===== src/inc/rrf_defines.svh =====
/*
 * constants for the run-control and hour-format block: register addresses,
 * field positions and reset values.
 * assumes it is included by bare name from a design file or package.
 */
`ifndef RRF_DEFINES_SVH
`define RRF_DEFINES_SVH

`define RRF_ADDR_CTRL_D        4'hD
`define RRF_ADDR_CTRL_E        4'hE
`define RRF_ADDR_CTRL_F        4'hF

`define RRF_BIT_SUBSEC_RST     0
`define RRF_BIT_STOP           1
`define RRF_BIT_FMT24          2
`define RRF_BIT_TEST           3
`define RRF_BIT_IRQ_FLAG       2
`define RRF_BIT_STYLE          1
`define RRF_BIT_PSEL_LOW       2
`define RRF_BIT_PSEL_HIGH      3

`define RRF_CTRL_F_RESET       4'h0
`define RRF_FMT_SEQ_IDLE_V     1'b0

`endif


===== src/inc/rrf_pkg.sv =====
/*
 * types shared by the run-control block.
 * assumes rrf_defines.svh sits on the include path.
 */
`include "rrf_defines.svh"

package rrf_pkg;
    // hour-format write sequence: waiting for the reset-set write, then its partner
    typedef enum logic [0:0]
    {
        RRF_FMT_IDLE  = 1'b0,
        RRF_FMT_ARMED = 1'b1
    } rrf_fmt_state_t;
endpackage : rrf_pkg


===== src/verilog/rrf_run_control.sv =====
/*
 * run-control, hour-format and irq-flag write handling of a 4-bit bus rtc.
 * assumes host strobes and chip select come from pins (synchronised here) and
 * that the periodic output generator reports period events only; the pin is driven here.
 */
`timescale 1ns/1ps
`default_nettype none
`include "rrf_defines.svh"

module rrf_run_control
    import rrf_pkg::*;
(
    input  wire logic       clock,
    input  wire logic       rst_n,
    input  wire logic       primary_chip_select,
    input  wire logic       write_strobe,
    input  wire logic [3:0] address,
    input  wire logic [3:0] write_data,
    input  wire logic       irq_event,
    input  wire logic       sec_carry_in,
    output logic      [3:0] read_data,
    output logic            irq_flag,
    output logic            periodic_output_pin_oe,
    output logic            periodic_output_pin,
    output logic            subsecond_reset,
    output logic            counting_stopped,
    output logic            hour_mode_24,
    output logic            meridiem_enable,
    output logic            test_mode,
    output logic            sec_carry_out
);

    // pin synchronisers; first stage is read only by the second
    logic [1:0] cs_sync_ff;
    logic [1:0] wr_sync_ff;
    logic       wr_prev_ff;
    logic [3:0] addr_meta_ff;
    logic [3:0] addr_ff;
    logic [3:0] data_meta_ff;
    logic [3:0] data_ff;

    always_ff @(posedge clock)
    begin
        if (!rst_n)
        begin
            cs_sync_ff <= 2'h0;
            wr_sync_ff <= 2'h0;
            wr_prev_ff <= 1'b0;
            addr_meta_ff <= 4'h0;
            addr_ff      <= 4'h0;
            data_meta_ff <= 4'h0;
            data_ff      <= 4'h0;
        end
        else
        begin
            cs_sync_ff <= {cs_sync_ff[0], primary_chip_select};
            wr_sync_ff <= {wr_sync_ff[0], write_strobe};
            wr_prev_ff <= wr_sync_ff[1];
            // bus pins ride the same two stages as the strobe, so they line up with it
            addr_meta_ff <= address;
            addr_ff      <= addr_meta_ff;
            data_meta_ff <= write_data;
            data_ff      <= data_meta_ff;
        end
    end

    // address match, shared by the write decode and the read mux
    function automatic logic addr_hit(input logic [3:0] a, input logic [3:0] target);
        return (a == target);
    endfunction : addr_hit

    // decode of a write, taken on the rising synced strobe
    wire cs_ok    = cs_sync_ff[1];
    wire wr_pulse = cs_ok & wr_sync_ff[1] & ~wr_prev_ff;
    wire hit_f    = addr_hit(addr_ff, `RRF_ADDR_CTRL_F);
    wire hit_d    = addr_hit(addr_ff, `RRF_ADDR_CTRL_D);
    wire wr_f     = wr_pulse & hit_f;
    wire wr_d     = wr_pulse & hit_d;

    // run-control register
    logic           rst_bit_ff, stop_bit_ff, fmt_bit_ff, test_bit_ff;
    logic           nxt_rst_bit, nxt_stop_bit, nxt_fmt_bit, nxt_test_bit;
    rrf_fmt_state_t fmt_seq_ff, nxt_fmt_seq;

    // reset image of the run-control register, sliced per bit below
    localparam logic [3:0] CTRL_F_RESET_V = `RRF_CTRL_F_RESET;

    // chip select low wins over any write to the reset bit
    assign nxt_rst_bit  = !cs_ok ? 1'b0 :
                          wr_f ? data_ff[`RRF_BIT_SUBSEC_RST] : rst_bit_ff;
    assign nxt_stop_bit = wr_f ? data_ff[`RRF_BIT_STOP] : stop_bit_ff;
    assign nxt_test_bit = wr_f ? data_ff[`RRF_BIT_TEST] : test_bit_ff;
    // format lands only when reset is already 1 at the write
    assign nxt_fmt_bit  = (wr_f && rst_bit_ff) ? data_ff[`RRF_BIT_FMT24]
                                               : fmt_bit_ff;

    // track the two-write sequence; informational, value is taken per write
    always_comb
    begin
        nxt_fmt_seq = fmt_seq_ff;
        case (fmt_seq_ff)
            RRF_FMT_IDLE:
                if (wr_f && data_ff[`RRF_BIT_SUBSEC_RST])
                    nxt_fmt_seq = RRF_FMT_ARMED;
            RRF_FMT_ARMED:
                if (wr_f || !cs_ok)
                    nxt_fmt_seq = RRF_FMT_IDLE;
            default:
                nxt_fmt_seq = RRF_FMT_IDLE;
        endcase
    end

    always_ff @(posedge clock)
    begin
        if (!rst_n)
        begin
            rst_bit_ff  <= CTRL_F_RESET_V[`RRF_BIT_SUBSEC_RST];
            stop_bit_ff <= CTRL_F_RESET_V[`RRF_BIT_STOP];
            fmt_bit_ff  <= CTRL_F_RESET_V[`RRF_BIT_FMT24];
            test_bit_ff <= CTRL_F_RESET_V[`RRF_BIT_TEST];
            fmt_seq_ff  <= RRF_FMT_IDLE;
        end
        else
        begin
            rst_bit_ff  <= nxt_rst_bit;
            stop_bit_ff <= nxt_stop_bit;
            fmt_bit_ff  <= nxt_fmt_bit;
            test_bit_ff <= nxt_test_bit;
            fmt_seq_ff  <= nxt_fmt_seq;
        end
    end

    // irq flag: event set beats a write clear landing on the same edge
    logic irq_ff;
    logic nxt_irq;
    wire  irq_clear = wr_d & ~data_ff[`RRF_BIT_IRQ_FLAG];
    assign nxt_irq  = irq_event ? 1'b1 : (irq_clear ? 1'b0 : irq_ff);

    always_ff @(posedge clock)
    begin
        if (!rst_n)
            irq_ff <= 1'b0;
        else
            irq_ff <= nxt_irq;
    end

    // open-drain pin: driven low exactly while the flag is 1
    assign periodic_output_pin    = 1'b0;
    assign periodic_output_pin_oe = irq_ff;
    assign irq_flag               = irq_ff;

    // run outputs and carry gating into the calendar chain
    assign subsecond_reset  = rst_bit_ff;
    assign counting_stopped = stop_bit_ff;
    assign hour_mode_24     = fmt_bit_ff;
    assign meridiem_enable  = ~fmt_bit_ff;
    assign test_mode        = test_bit_ff;
    assign sec_carry_out    = sec_carry_in & ~stop_bit_ff & ~rst_bit_ff;

    // read mux, registered so data outputs come from flip-flops
    logic [3:0] nxt_read;
    assign nxt_read = hit_f ? {test_bit_ff, fmt_bit_ff, stop_bit_ff, rst_bit_ff} :
                      hit_d ? {1'b0, irq_ff, 2'h0} : 4'h0;

    always_ff @(posedge clock)
    begin
        if (!rst_n)
            read_data <= 4'h0;
        else
            read_data <= nxt_read;
    end

    // checks beside the logic
    a_cs_low_resets: assert property (@(posedge clock) disable iff (!rst_n)
        !cs_sync_ff[1] |=> !subsecond_reset) else $error("reset bit kept with cs low");
    a_fmt_locked: assert property (@(posedge clock) disable iff (!rst_n)
        !rst_bit_ff |=> $stable(fmt_bit_ff)) else $error("format changed out of reset");
    a_fmt_taken: assert property (@(posedge clock) disable iff (!rst_n)
        wr_f && rst_bit_ff |=> fmt_bit_ff == $past(data_ff[`RRF_BIT_FMT24]))
        else $error("format not taken");
    a_rst_holds: assert property (@(posedge clock) disable iff (!rst_n)
        rst_bit_ff && cs_ok && !wr_f |=> rst_bit_ff) else $error("reset bit dropped");
    a_stop_write: assert property (@(posedge clock) disable iff (!rst_n)
        wr_f |=> stop_bit_ff == $past(data_ff[`RRF_BIT_STOP])) else $error("stop not written");
    a_meridiem_mode: assert property (@(posedge clock) disable iff (!rst_n)
        meridiem_enable != hour_mode_24) else $error("meridiem mismatch");
    a_fmt_readback: assert property (@(posedge clock) disable iff (!rst_n)
        hit_f |=> read_data[`RRF_BIT_FMT24] == $past(fmt_bit_ff))
        else $error("format readback wrong");
    a_irq_clear: assert property (@(posedge clock) disable iff (!rst_n)
        irq_clear && !irq_event |=> !irq_flag) else $error("flag not cleared");
    a_irq_no_set: assert property (@(posedge clock) disable iff (!rst_n)
        !irq_flag && !irq_event |=> !irq_flag) else $error("flag set by write");
    // a request landing on the same edge as a clear must not be lost
    a_irq_set_wins: assert property (@(posedge clock) disable iff (!rst_n)
        irq_event |=> irq_flag) else $error("flag not set by event");
    a_pin_follows: assert property (@(posedge clock) disable iff (!rst_n)
        periodic_output_pin_oe == irq_flag) else $error("pin and flag differ");
    a_carry_gated: assert property (@(posedge clock) disable iff (!rst_n)
        (stop_bit_ff || rst_bit_ff) |-> !sec_carry_out) else $error("carry while frozen");
    a_carry_passes: assert property (@(posedge clock) disable iff (!rst_n)
        !stop_bit_ff && !rst_bit_ff |-> sec_carry_out == sec_carry_in)
        else $error("carry lost while running");

    c_fmt_seq:  cover property (@(posedge clock) disable iff (!rst_n)
        fmt_seq_ff == RRF_FMT_ARMED ##[1:20] wr_f && !data_ff[`RRF_BIT_SUBSEC_RST]);
    c_irq_race: cover property (@(posedge clock) disable iff (!rst_n) irq_event && irq_clear);
    c_stopped:  cover property (@(posedge clock) disable iff (!rst_n) stop_bit_ff && sec_carry_in);
    c_cs_drop:  cover property (@(posedge clock) disable iff (!rst_n) rst_bit_ff && !cs_ok);

endmodule : rrf_run_control
`default_nettype wire


===== config.mk =====
export PLATFORM = sky130hd
export DESIGN_NAME = rrf_run_control
export DESIGN_NICKNAME = d
export VERILOG_FILES = /design/src/inc/rrf_pkg.sv /design/src/verilog/rrf_run_control.sv
export VERILOG_INCLUDE_DIRS = /design/src /design/src/inc
export SDC_FILE = /design/constraint.sdc
export NUM_CORES = 1
export LEC_CHECK = 0
export BUFFER_PORTS_ARGS = -buffer_cell sky130_fd_sc_hd__buf_2
export CAP_MARGIN = 0
export CORE_AREA = 4 4 48 50
export CTS_CLUSTER_SIZE = 12
export DETAILED_ROUTE_END_ITERATION = 7
export DIE_AREA = 0 0 52 54
export GPL_TIMING_DRIVEN = 0
export PLACE_DENSITY = 0.78
export SLEW_MARGIN = 20
export SYNTH_ARGS = -nofsm -noshare
export SYNTH_HDL_FRONTEND = slang
export SYNTH_SLANG_ARGS = --single-unit

===== constraint.sdc =====
create_clock -name clock -period 2.85 [get_ports clock]
set_input_delay 0.855 -clock clock [delete_from_list [all_inputs] [get_ports clock]]
set_output_delay 0.855 -clock clock [all_outputs]
set_load 0.02 [all_outputs]

==> results.yml, run 1 <==
critical_path:
  worstPathCellList: "buf_2, nor3b_1, buf_2"
  cp.depth: 3
  crit_top_cell: "buf_2"
  critical-path-top-delay-family: "buffers and inverters"
  reg2regPathDepth: 3
  cp_data_required_time_ps: 2000
  critPathSlowestCell: "buf_2"
  cp-start-kind: "input port"
  cpPeakStageDelay_ps: 190
  cp-end-kind: "output pin"
  critPathArrivalTime_ps: 1260
  worstPathMaxFanout: 1
  critPathBufInv: 2
  crit_type: "input port to output pin"
clock_network:
  cts_tree: "yes"
  cts_buffer_depth: 2
  clk_latency_ps: 310
  postCtsSetupRepairBufs: 0
  root_buffer: "clkbuf_4"
  cts_max_level: 2
  post_cts_resize_count: 0
  postCtsHoldBufs: 0
  cts.sinks: 30
  numCtsBuffers: 5
  clk_pin_slew_ps: 70
die:
  dieWidth_microns: 52
  coreArea_sq_um: 1900
  initial_core_util_pct: 50.2
  die_area_sq_um: 2810
  fp-row-count: 16
  pin_count: 27
  dieHeight_microns: 54
hold_path:
  hold_depth: 1
  hold_class: "register to register"
power:
  pwr-share-clk_pct: 31.0
  p_sw_share_pct: 20.8
  pwr-share-seq_pct: 63.8
  power_density_nw_per_um2: 594
  netSwitchingPower_mw: 0.143
  power_leakage_nw: 0.517
  irDropWorstVdd_mv: 0.345
  p_int_mw: 0.546
  pwr-share-comb_pct: 5.3
  total_power_mw: 0.689
synth:
  synth_ff_type: "dfxtp_1"
  syn_area_sq_um: 955
  synthTopCellsByCount: "dfxtp_1, and2_1, nand2_1"
  avgSynthCellArea_sq_um: 11.0
  synth_area_leaders: "dfxtp_1, and2_1, mux2i_1"
  synth.distinct_cells: 21
  yosys.area.top_type_share_pct: 62.9
  async_flop_share_pct: 0
  synth.most_common_cell: "dfxtp_1"
  synth_nets: 101
  yosysTopAreaCell: "dfxtp_1"
  ys_seq_area_share_pct: 62.9
  ys_warn_count: 0
  synth_edf_count: 0
  postSynthCellCount: 87
  synth_seq_cells: 30
detailed_routing:
  dr.first_iter.drc_count: 9
  antenna_left: 0
  via_count: 659
  avgRoutedWirePerCell_microns: 10.0
  drc: 0
  firstDrtPassIters: 4
  via_per_inst: 4.51
  wirelength_mm: 1.47
grt:
  grtUsageMet3_pct: 8.31
  grt_pass1_wl_mm: 2.39
  antenna_found_initial: 0
  gr-usage-met1_pct: 10.9
  grt_overflow: 0
  grt_start_max_net_pins: 11
  grt_pass1_vias: 587
  grt_use_met2_pct: 21.1
  busiest_layer: "met2"
  track_usage_pct: 13.0
sta:
  final.setup_skew_ps: 3.07
  setup-violations-final: 0
  post-route-period-util_pct: 74.3
  period_needed_ps: 2120
  hold_ws_ps: 435
  rsz0062_at_grt: "false"
  fmax_mhz: 472
  fin_setup_tns_ps: 0
  slew_viol_final: 0
  hold_viol: 0
placed_design:
  placed_cell_area_sq_um: 1110
  hpwlAfterDp_mm: 1.12
  io_buffers: 25
  place_congestion: 0.732
run_status:
  outcome: "finished, final reports clean"
final_layout:
  nets: 133
  final_cell_area_sq_um: 1160
  num_antenna_cells: 0
  syn2layout_area_growth_pct: 21.4
  drive_gt1_share_pct: 31.9
job:
  max_cap_violations: 0
-- per-stage QoR --
step,util (%),setup slack (ps),std cells
finish,60.9,732,146
global route,60.9,676,146
CTS,60.9,729,146
detailed placement,58.6,736,139
global placement,58.6,734,139
floorplan,-,619,87
-- area by class of cell --
cell class	instances	area, sq um
Tap cell	27	33.8
Sequential cell	30	601
Fill cell	166	743
Inverter	1	3.75
Clock buffer	7	45.0
Multi-Input combinational cell	51	323
Timing Repair Buffer	25	125
Buffer	5	27.5
-- state kept, by name, indices dropped and copies added, names as in the netlist --
name,count
data_meta_ff,4
cs_sync_ff,2
data_ff,4
test_mode,1
counting_stopped,1
subsecond_reset,1
irq_flag,1
addr_ff,4
addr_meta_ff,4
wr_prev_ff,1
hour_mode_24,1
read_data,4
wr_sync_ff,2
-- power by group through the flow --
stage	Sequential, mW	Clock (mW)	Combinational [mW]
3_5_place_dp	0.449	0	0.0372
6_report	0.439	0.213	0.0364
5_1_grt	0.441	0.248	0.0409
3_3_place_gp	0.448	0	0.0358
4_1_cts	0.439	0.228	0.0373
2_1_floorplan	0.449	0	0.0213
-- path summary, 6_finish.rpt --
path / from / end / slack, ps
min reg2reg: addr_meta_ff[1] / addr_ff[1] / 440
max reg2reg: addr_ff[1] / counting_stopped / 1800
max: sec_carry_in / sec_carry_out / 730
min: addr_meta_ff[1] / addr_ff[1] / 440
-- layout by cell type (no fill, tap or decap), types with 2 or more instances in the layout --
cell,synthesis,layout
dfxtp_1,30,30
buf_2,1,26
and2_1,21,21
nand2_1,7,7
clkbuf_4,0,5
clkbuf_1,2,4
mux2i_1,4,4
and3_2,3,3
nor3b_1,2,2
nand3_1,2,2
o21ai_0,2,2
a21oi_1,2,2
buf_4,2,2
-- cells by family after synthesis --
group,share of synthesized area [%]
buffers and inverters,3.28
AND/OR/NAND/NOR,27.1
multiplexers,4.19
flip-flops,62.9
AO/OA/AOI/OAI,2.10
other,0.393
-- worst register-to-register path, delay by kind of cell (launching register included) --
family        cells  cell delay [ps]
mux               1              210
flops             1              420
simple gates      2              370
-- per-layer routing --
layer  vias to the layer above  part of all wire [%]
met4                         0                   3.1
met1                       286                    38
met2                        27                    48
met5                         -                     0
li1                        342                     -
met3                         4                    10
Power figures use the tool's default switching activity.
==> run 2: changes to the inputs <==
--- a/config.mk
+++ b/config.mk
@@ -8,12 +8,12 @@
 export LEC_CHECK = 0
 export BUFFER_PORTS_ARGS = -buffer_cell sky130_fd_sc_hd__buf_2
 export CAP_MARGIN = 0
-export CORE_AREA = 4 4 48 50
+export CORE_AREA = 4 4 52 54
 export CTS_CLUSTER_SIZE = 12
 export DETAILED_ROUTE_END_ITERATION = 7
-export DIE_AREA = 0 0 52 54
+export DIE_AREA = 0 0 56 58
 export GPL_TIMING_DRIVEN = 0
-export PLACE_DENSITY = 0.78
+export PLACE_DENSITY = 0.7
 export SLEW_MARGIN = 20
 export SYNTH_ARGS = -nofsm -noshare
 export SYNTH_HDL_FRONTEND = slang
==> constraint.sdc (replaced) <==
create_clock -name clock -period 1.8 [get_ports clock]
set_input_delay 0.54 -clock clock [delete_from_list [all_inputs] [get_ports clock]]
set_output_delay 0.54 -clock clock [all_outputs]
set_load 0.02 [all_outputs]
==> run 2 against run 1 <==
  * Sequential power grew 58%
  * Sequential cell count is the same
  * Setup slack lost 490 ps
  * Non-clock buffer count is the same
  * Combinational power grew 61%
  * Final cell count grew 0.68%
==> results.yml, run 2 (synthesized netlist as in run 1, its figures left out) <==
run_status:
  outcome: "finished, final reports clean"
sta:
  setup-violations-final: 0
  slew_viol_final: 0
  final.setup_skew_ps: 2.53
  fin_setup_tns_ps: 0
  post-route-period-util_pct: 86.8
  period_needed_ps: 1560
  hold_viol: 0
  setup_ws_ps: 238
  rsz0062_at_grt: "false"
  fmax_mhz: 640
  hold_ws_ps: 433
clock_network:
  post_cts_resize_count: 0
  cts_tree: "yes"
  cts_max_level: 2
  cts.sinks: 30
  cts_buffer_depth: 2
  clk_latency_ps: 310
  numCtsBuffers: 5
  clk_pin_slew_ps: 80
  root_buffer: "clkbuf_4"
  postCtsHoldBufs: 0
  postCtsSetupRepairBufs: 0
detailed_routing:
  firstDrtPassIters: 2
  avgRoutedWirePerCell_microns: 10.7
  via_count: 641
  wl_met1_microns: 665
  drc: 0
  wirelength_mm: 1.58
  antenna_left: 0
  dr.first_iter.drc_count: 10
  met2_length_microns: 733
  met3WireLength_microns: 166
  dr.max_layer_used: "met4"
  via_per_inst: 4.36
die:
  die_area_sq_um: 3250
  fp-row-count: 17
  pin_count: 27
  dieHeight_microns: 58
  initial_core_util_pct: 43.2
  coreArea_sq_um: 2210
  dieWidth_microns: 56
critical_path:
  worstPathCellList: "nor3b_1, buf_2"
  reg2regPathDepth: 3
  reg2reg_from: "addr_ff[1]"
  cp-start-kind: "register"
  cp-end-kind: "output pin"
  cp-startpoint: "subsecond_reset"
  critPathSlowestCell: "dfxtp_1"
  rr_endpoint: "counting_stopped"
  critPathArrivalTime_ps: 1020
  r2r_setup_slack_ps: 710
  crit_path_end: "sec_carry_out"
  cp_data_required_time_ps: 1260
  crit_type: "register to output pin"
  worstPathMaxFanout: 5
  cpPeakStageDelay_ps: 350
grt:
  grt_pass1_vias: 645
  antenna_found_initial: 0
  grt_pass1_wl_mm: 2.61
  track_usage_pct: 10.8
  grt_overflow: 0
  grt_start_max_net_pins: 11
power:
  power_density_nw_per_um2: 944
  total_power_mw: 1.09
  power_leakage_nw: 0.517
  irDropWorstVdd_mv: 0.607
hold_path:
  hold_class: "input port to register"
final_layout:
  final_util_pct: 52.4
  fin_cells: 147
  nets: 133
  num_antenna_cells: 0
  layout_common_cells: "dfxtp_1, buf_2, and2_1"
  final_cell_area_sq_um: 1160
  syn2layout_area_growth_pct: 21.5
  drive_gt1_share_pct: 31.9
  final_common_cell: "dfxtp_1"
placed_design:
  dp_cells: 140
  hpwlAfterDp_mm: 1.16
  placed_cell_area_sq_um: 1110
  io_buffers: 25
  dp_slack_ps: 294
  place_congestion: 0.702
job:
  max_cap_violations: 0
-- run 2: cell counts in the layout (fill, tap and decap cells not counted) --
Identical to the previous run, type by type.
-- run 2: power by group --
part / internal (mW) / total [mW] / switching (mW)
combinational: 0.0309 / 0.0585 / 0.0277
sequential: 0.686 / 0.695 / 0.00924
clock: 0.147 / 0.341 / 0.194
-- run 2: worst max-delay path, delay by kind of cell, from the launching register on --
family | cells | cell delay, ps
buffers and inverters | 1 | 190
DFF | 1 | 350
and+or+nand+nor | 1 | 180
-- run 2: per-layer routing --
layer | up-vias | track usage [%]
met3 | 2 | 6.90
met2 | 26 | 17.5
met4 | 0 | 5.76
met5 | - | 0
li1 | 343 | -
met1 | 270 | 10.6
-- run 2: how the worst min path moves through the flow --
stage               startpoint         endpoint  slack [ps]  cells after the start
6_report         write_data[3]  data_meta_ff[3]         430                      2
5_1_grt             address[3]  addr_meta_ff[3]         410                      2
4_1_cts          write_data[3]  data_meta_ff[3]         430                      2
3_5_place_dp   data_meta_ff[2]       data_ff[2]         420                      1
3_3_place_gp   data_meta_ff[3]       data_ff[3]         420                      1
2_1_floorplan  addr_meta_ff[0]       addr_ff[0]         410                      1
-- run 2: area by class of cell --
| type | count | area, sq um |
|---|---|---|
| Tap cell | 28 | 35.0 |
| Sequential cell | 30 | 601 |
| Clock buffer | 7 | 45.0 |
| Buffer | 5 | 27.5 |
| Fill cell | 221 | 1050 |
| Timing Repair Buffer | 25 | 125 |
| Inverter | 1 | 3.75 |
| Multi-Input combinational cell | 51 | 323 |
==> run 3: changes to the inputs <==
--- a/config.mk
+++ b/config.mk
@@ -6,14 +6,15 @@
 export SDC_FILE = /design/constraint.sdc
 export NUM_CORES = 1
 export LEC_CHECK = 0
+export ABC_AREA = 1
 export BUFFER_PORTS_ARGS = -buffer_cell sky130_fd_sc_hd__buf_2
 export CAP_MARGIN = 0
-export CORE_AREA = 4 4 52 54
+export CORE_AREA = 4 4 53 55
 export CTS_CLUSTER_SIZE = 12
 export DETAILED_ROUTE_END_ITERATION = 7
-export DIE_AREA = 0 0 56 58
+export DIE_AREA = 0 0 57 59
 export GPL_TIMING_DRIVEN = 0
-export PLACE_DENSITY = 0.7
+export PLACE_DENSITY = 0.69
 export SLEW_MARGIN = 20
 export SYNTH_ARGS = -nofsm -noshare
 export SYNTH_HDL_FRONTEND = slang
==> run 3 against run 2 <==
  * Critical path depth is 2 higher
  * Sequential share of layout area is 2.0 points lower
  * Setup slack better by 23 ps
  * Sequential power hardly changed
  * Combinational power is 5.1% higher
  * Non-clock buffer count is 1 lower
  * Routed wire length is 12% lower
  * Global-route usage is 0.97 points lower
  * Area after synthesis is 3.7% higher
  * Hold slack worse by 31 ps
==> results.yml, run 3 <==
synth:
  synth.most_common_cell: "nand2_1"
  syn_area_sq_um: 990
  yosys.area.top_type_share_pct: 60.7
  ys_seq_area_share_pct: 60.7
  synth_edf_count: 0
  synth_nets: 134
  avgSynthCellArea_sq_um: 8.25
  async_flop_share_pct: 0
  postSynthCellCount: 120
  ys_warn_count: 0
  synth.distinct_cells: 18
  yosysTopAreaCell: "dfxtp_1"
  synthTopCellsByCount: "nand2_1, dfxtp_1, inv_1"
  synth_area_leaders: "dfxtp_1, nand2_1, inv_1"
  synth_seq_cells: 30
  synth_ff_type: "dfxtp_1"
detailed_routing:
  wirelength_mm: 1.39
  via_per_inst: 3.93
  avgRoutedWirePerCell_microns: 7.64
  via_count: 716
  antenna_left: 0
  dr.first_iter.drc_count: 2
  drc: 0
  firstDrtPassIters: 4
clock_network:
  postCtsSetupRepairBufs: 0
  cts_tree: "yes"
  clk_latency_ps: 310
  cts_buffer_depth: 2
  cts.sinks: 30
  root_buffer: "clkbuf_4"
  clk_pin_slew_ps: 90
  numCtsBuffers: 5
  cts_max_level: 2
  postCtsHoldBufs: 0
  post_cts_resize_count: 0
placed_design:
  hpwlAfterDp_mm: 1.07
  place_congestion: 0.685
  io_buffers: 24
  placed_cell_area_sq_um: 1150
critical_path:
  critPathArrivalTime_ps: 1000
  cpPeakStageDelay_ps: 340
  cp-start-kind: "register"
  reg2reg_from: "addr_ff[2]"
  critPathSlowestCell: "dfxtp_1"
  critPathBufInv: 2
  critical-path-top-delay-family: "flip-flops"
  cp-end-kind: "output pin"
  rr_endpoint: "test_mode"
  reg2regPathDepth: 5
  r2r_setup_slack_ps: 870
  cp_data_required_time_ps: 1260
  crit_type: "register to output pin"
  worstPathCellList: "inv_1, nand2_1, nor2_1, buf_2"
  worstPathMaxFanout: 4
die:
  fp-row-count: 18
  dieWidth_microns: 57
  initial_core_util_pct: 41.5
  die_area_sq_um: 3360
  pin_count: 27
  dieHeight_microns: 59
  coreArea_sq_um: 2390
run_status:
  outcome: "finished, final reports clean"
sta:
  hold_viol: 0
  fmax_mhz: 650
  period_needed_ps: 1540
  slew_viol_final: 0
  fin_setup_tns_ps: 0
  final.setup_skew_ps: 8.22
  setup-violations-final: 0
  post-route-period-util_pct: 85.5
  hold_ws_ps: 402
  rsz0062_at_grt: "false"
job:
  max_cap_violations: 0
grt:
  grt_pass1_wl_mm: 2.37
  grt_start_max_net_pins: 11
  grt_pass1_vias: 593
  antenna_found_initial: 0
  track_usage_pct: 9.83
  grt_overflow: 0
final_layout:
  drive_gt1_share_pct: 28.3
  num_antenna_cells: 0
  nFillCells: 241
  nets: 165
  syn2layout_area_growth_pct: 22.0
  final_cell_area_sq_um: 1210
  final_common_cell: "nand2_1"
  layout_common_cells: "nand2_1, dfxtp_1, inv_1"
hold_path:
  min_to: "data_meta_ff[1]"
  hold_depth: 3
  hold_class: "input port to register"
  min_from: "write_data[1]"
power:
  power_leakage_nw: 0.700
  irDropWorstVdd_mv: 0.577
  power_density_nw_per_um2: 953
  total_power_mw: 1.15
[run 3: cell types whose count changed after synthesis, sizes merged, moves of 3 or more]
cell	previous run	this run
and2	21	0
and3	3	0
inv	1	27
mux2i	4	0
nand2	7	34
nor2	1	13
[run 3: worst max-delay path by stage]
| stage | depth (start not counted) | endpoint | slack, ps | startpoint |
|---|---|---|---|---|
| floorplan | 2 | sec_carry_out | 400 | sec_carry_in |
| global placement | 4 | sec_carry_out | 380 | sec_carry_in |
| detailed placement | 4 | sec_carry_out | 370 | sec_carry_in |
| CTS | 4 | sec_carry_out | 240 | subsecond_reset |
| global route | 4 | sec_carry_out | 150 | subsecond_reset |
| finish | 4 | sec_carry_out | 260 | subsecond_reset |
[run 3: final cells by class]
cell class	count	area (sq um)	area share [%]
flip-flops and latches	30	601	49.7
multi-input cells	57	246	20.4
repair buffers	24	120	9.95
inverters	28	106	8.81
clock buffers	7	55.1	4.56
well taps	30	37.5	3.11
plain buffers	5	36.3	3.01
clock inverters	1	5.00	0.415
[run 3: kinds of logic after synthesis]
kind of cell / count (synthesis) / share of synthesized area [%]
AOI/OAI and AO/OA: 5 / 2.91
buffers and inverters: 33 / 14.4
DFF: 30 / 60.7
other: 1 / 0.379
and+or+nand+nor: 51 / 21.6
[run 3: where the power goes]
part	leakage, nW	switching [mW]	internal [mW]
Clock	0.0353	0.205	0.189
Combinational	0.418	0.0332	0.0283
Sequential	0.246	0.00818	0.686
Total	0.700	0.247	0.904
[run 3: worst register-to-register path, stage by stage (launching register included)]
cell,delay (ps)
dfxtp_1,350
nand2_2,70
nor2_4,130
nand2_2,90
o21ai_0,150
nor2_1,50
[run 3: per-stage QoR]
stage                     utilization [%]  std cells  setup WS (ps)
after floorplan                         -        120            401
after global placement               48.1        174            376
after detailed placement             48.1        174            375
after CTS                            50.6        182            242
after global routing                 50.6        182            148
final                                50.6        182            261
[run 3: per-layer routing]
layer / wire (microns) / GRT usage, % / up-vias
li1: - / - / 399
met1: 633 / 10.7 / 284
met2: 545 / 13.9 / 29
met3: 193 / 6.97 / 4
met4: 18 / 5.96 / 0
met5: 0 / 0 / -
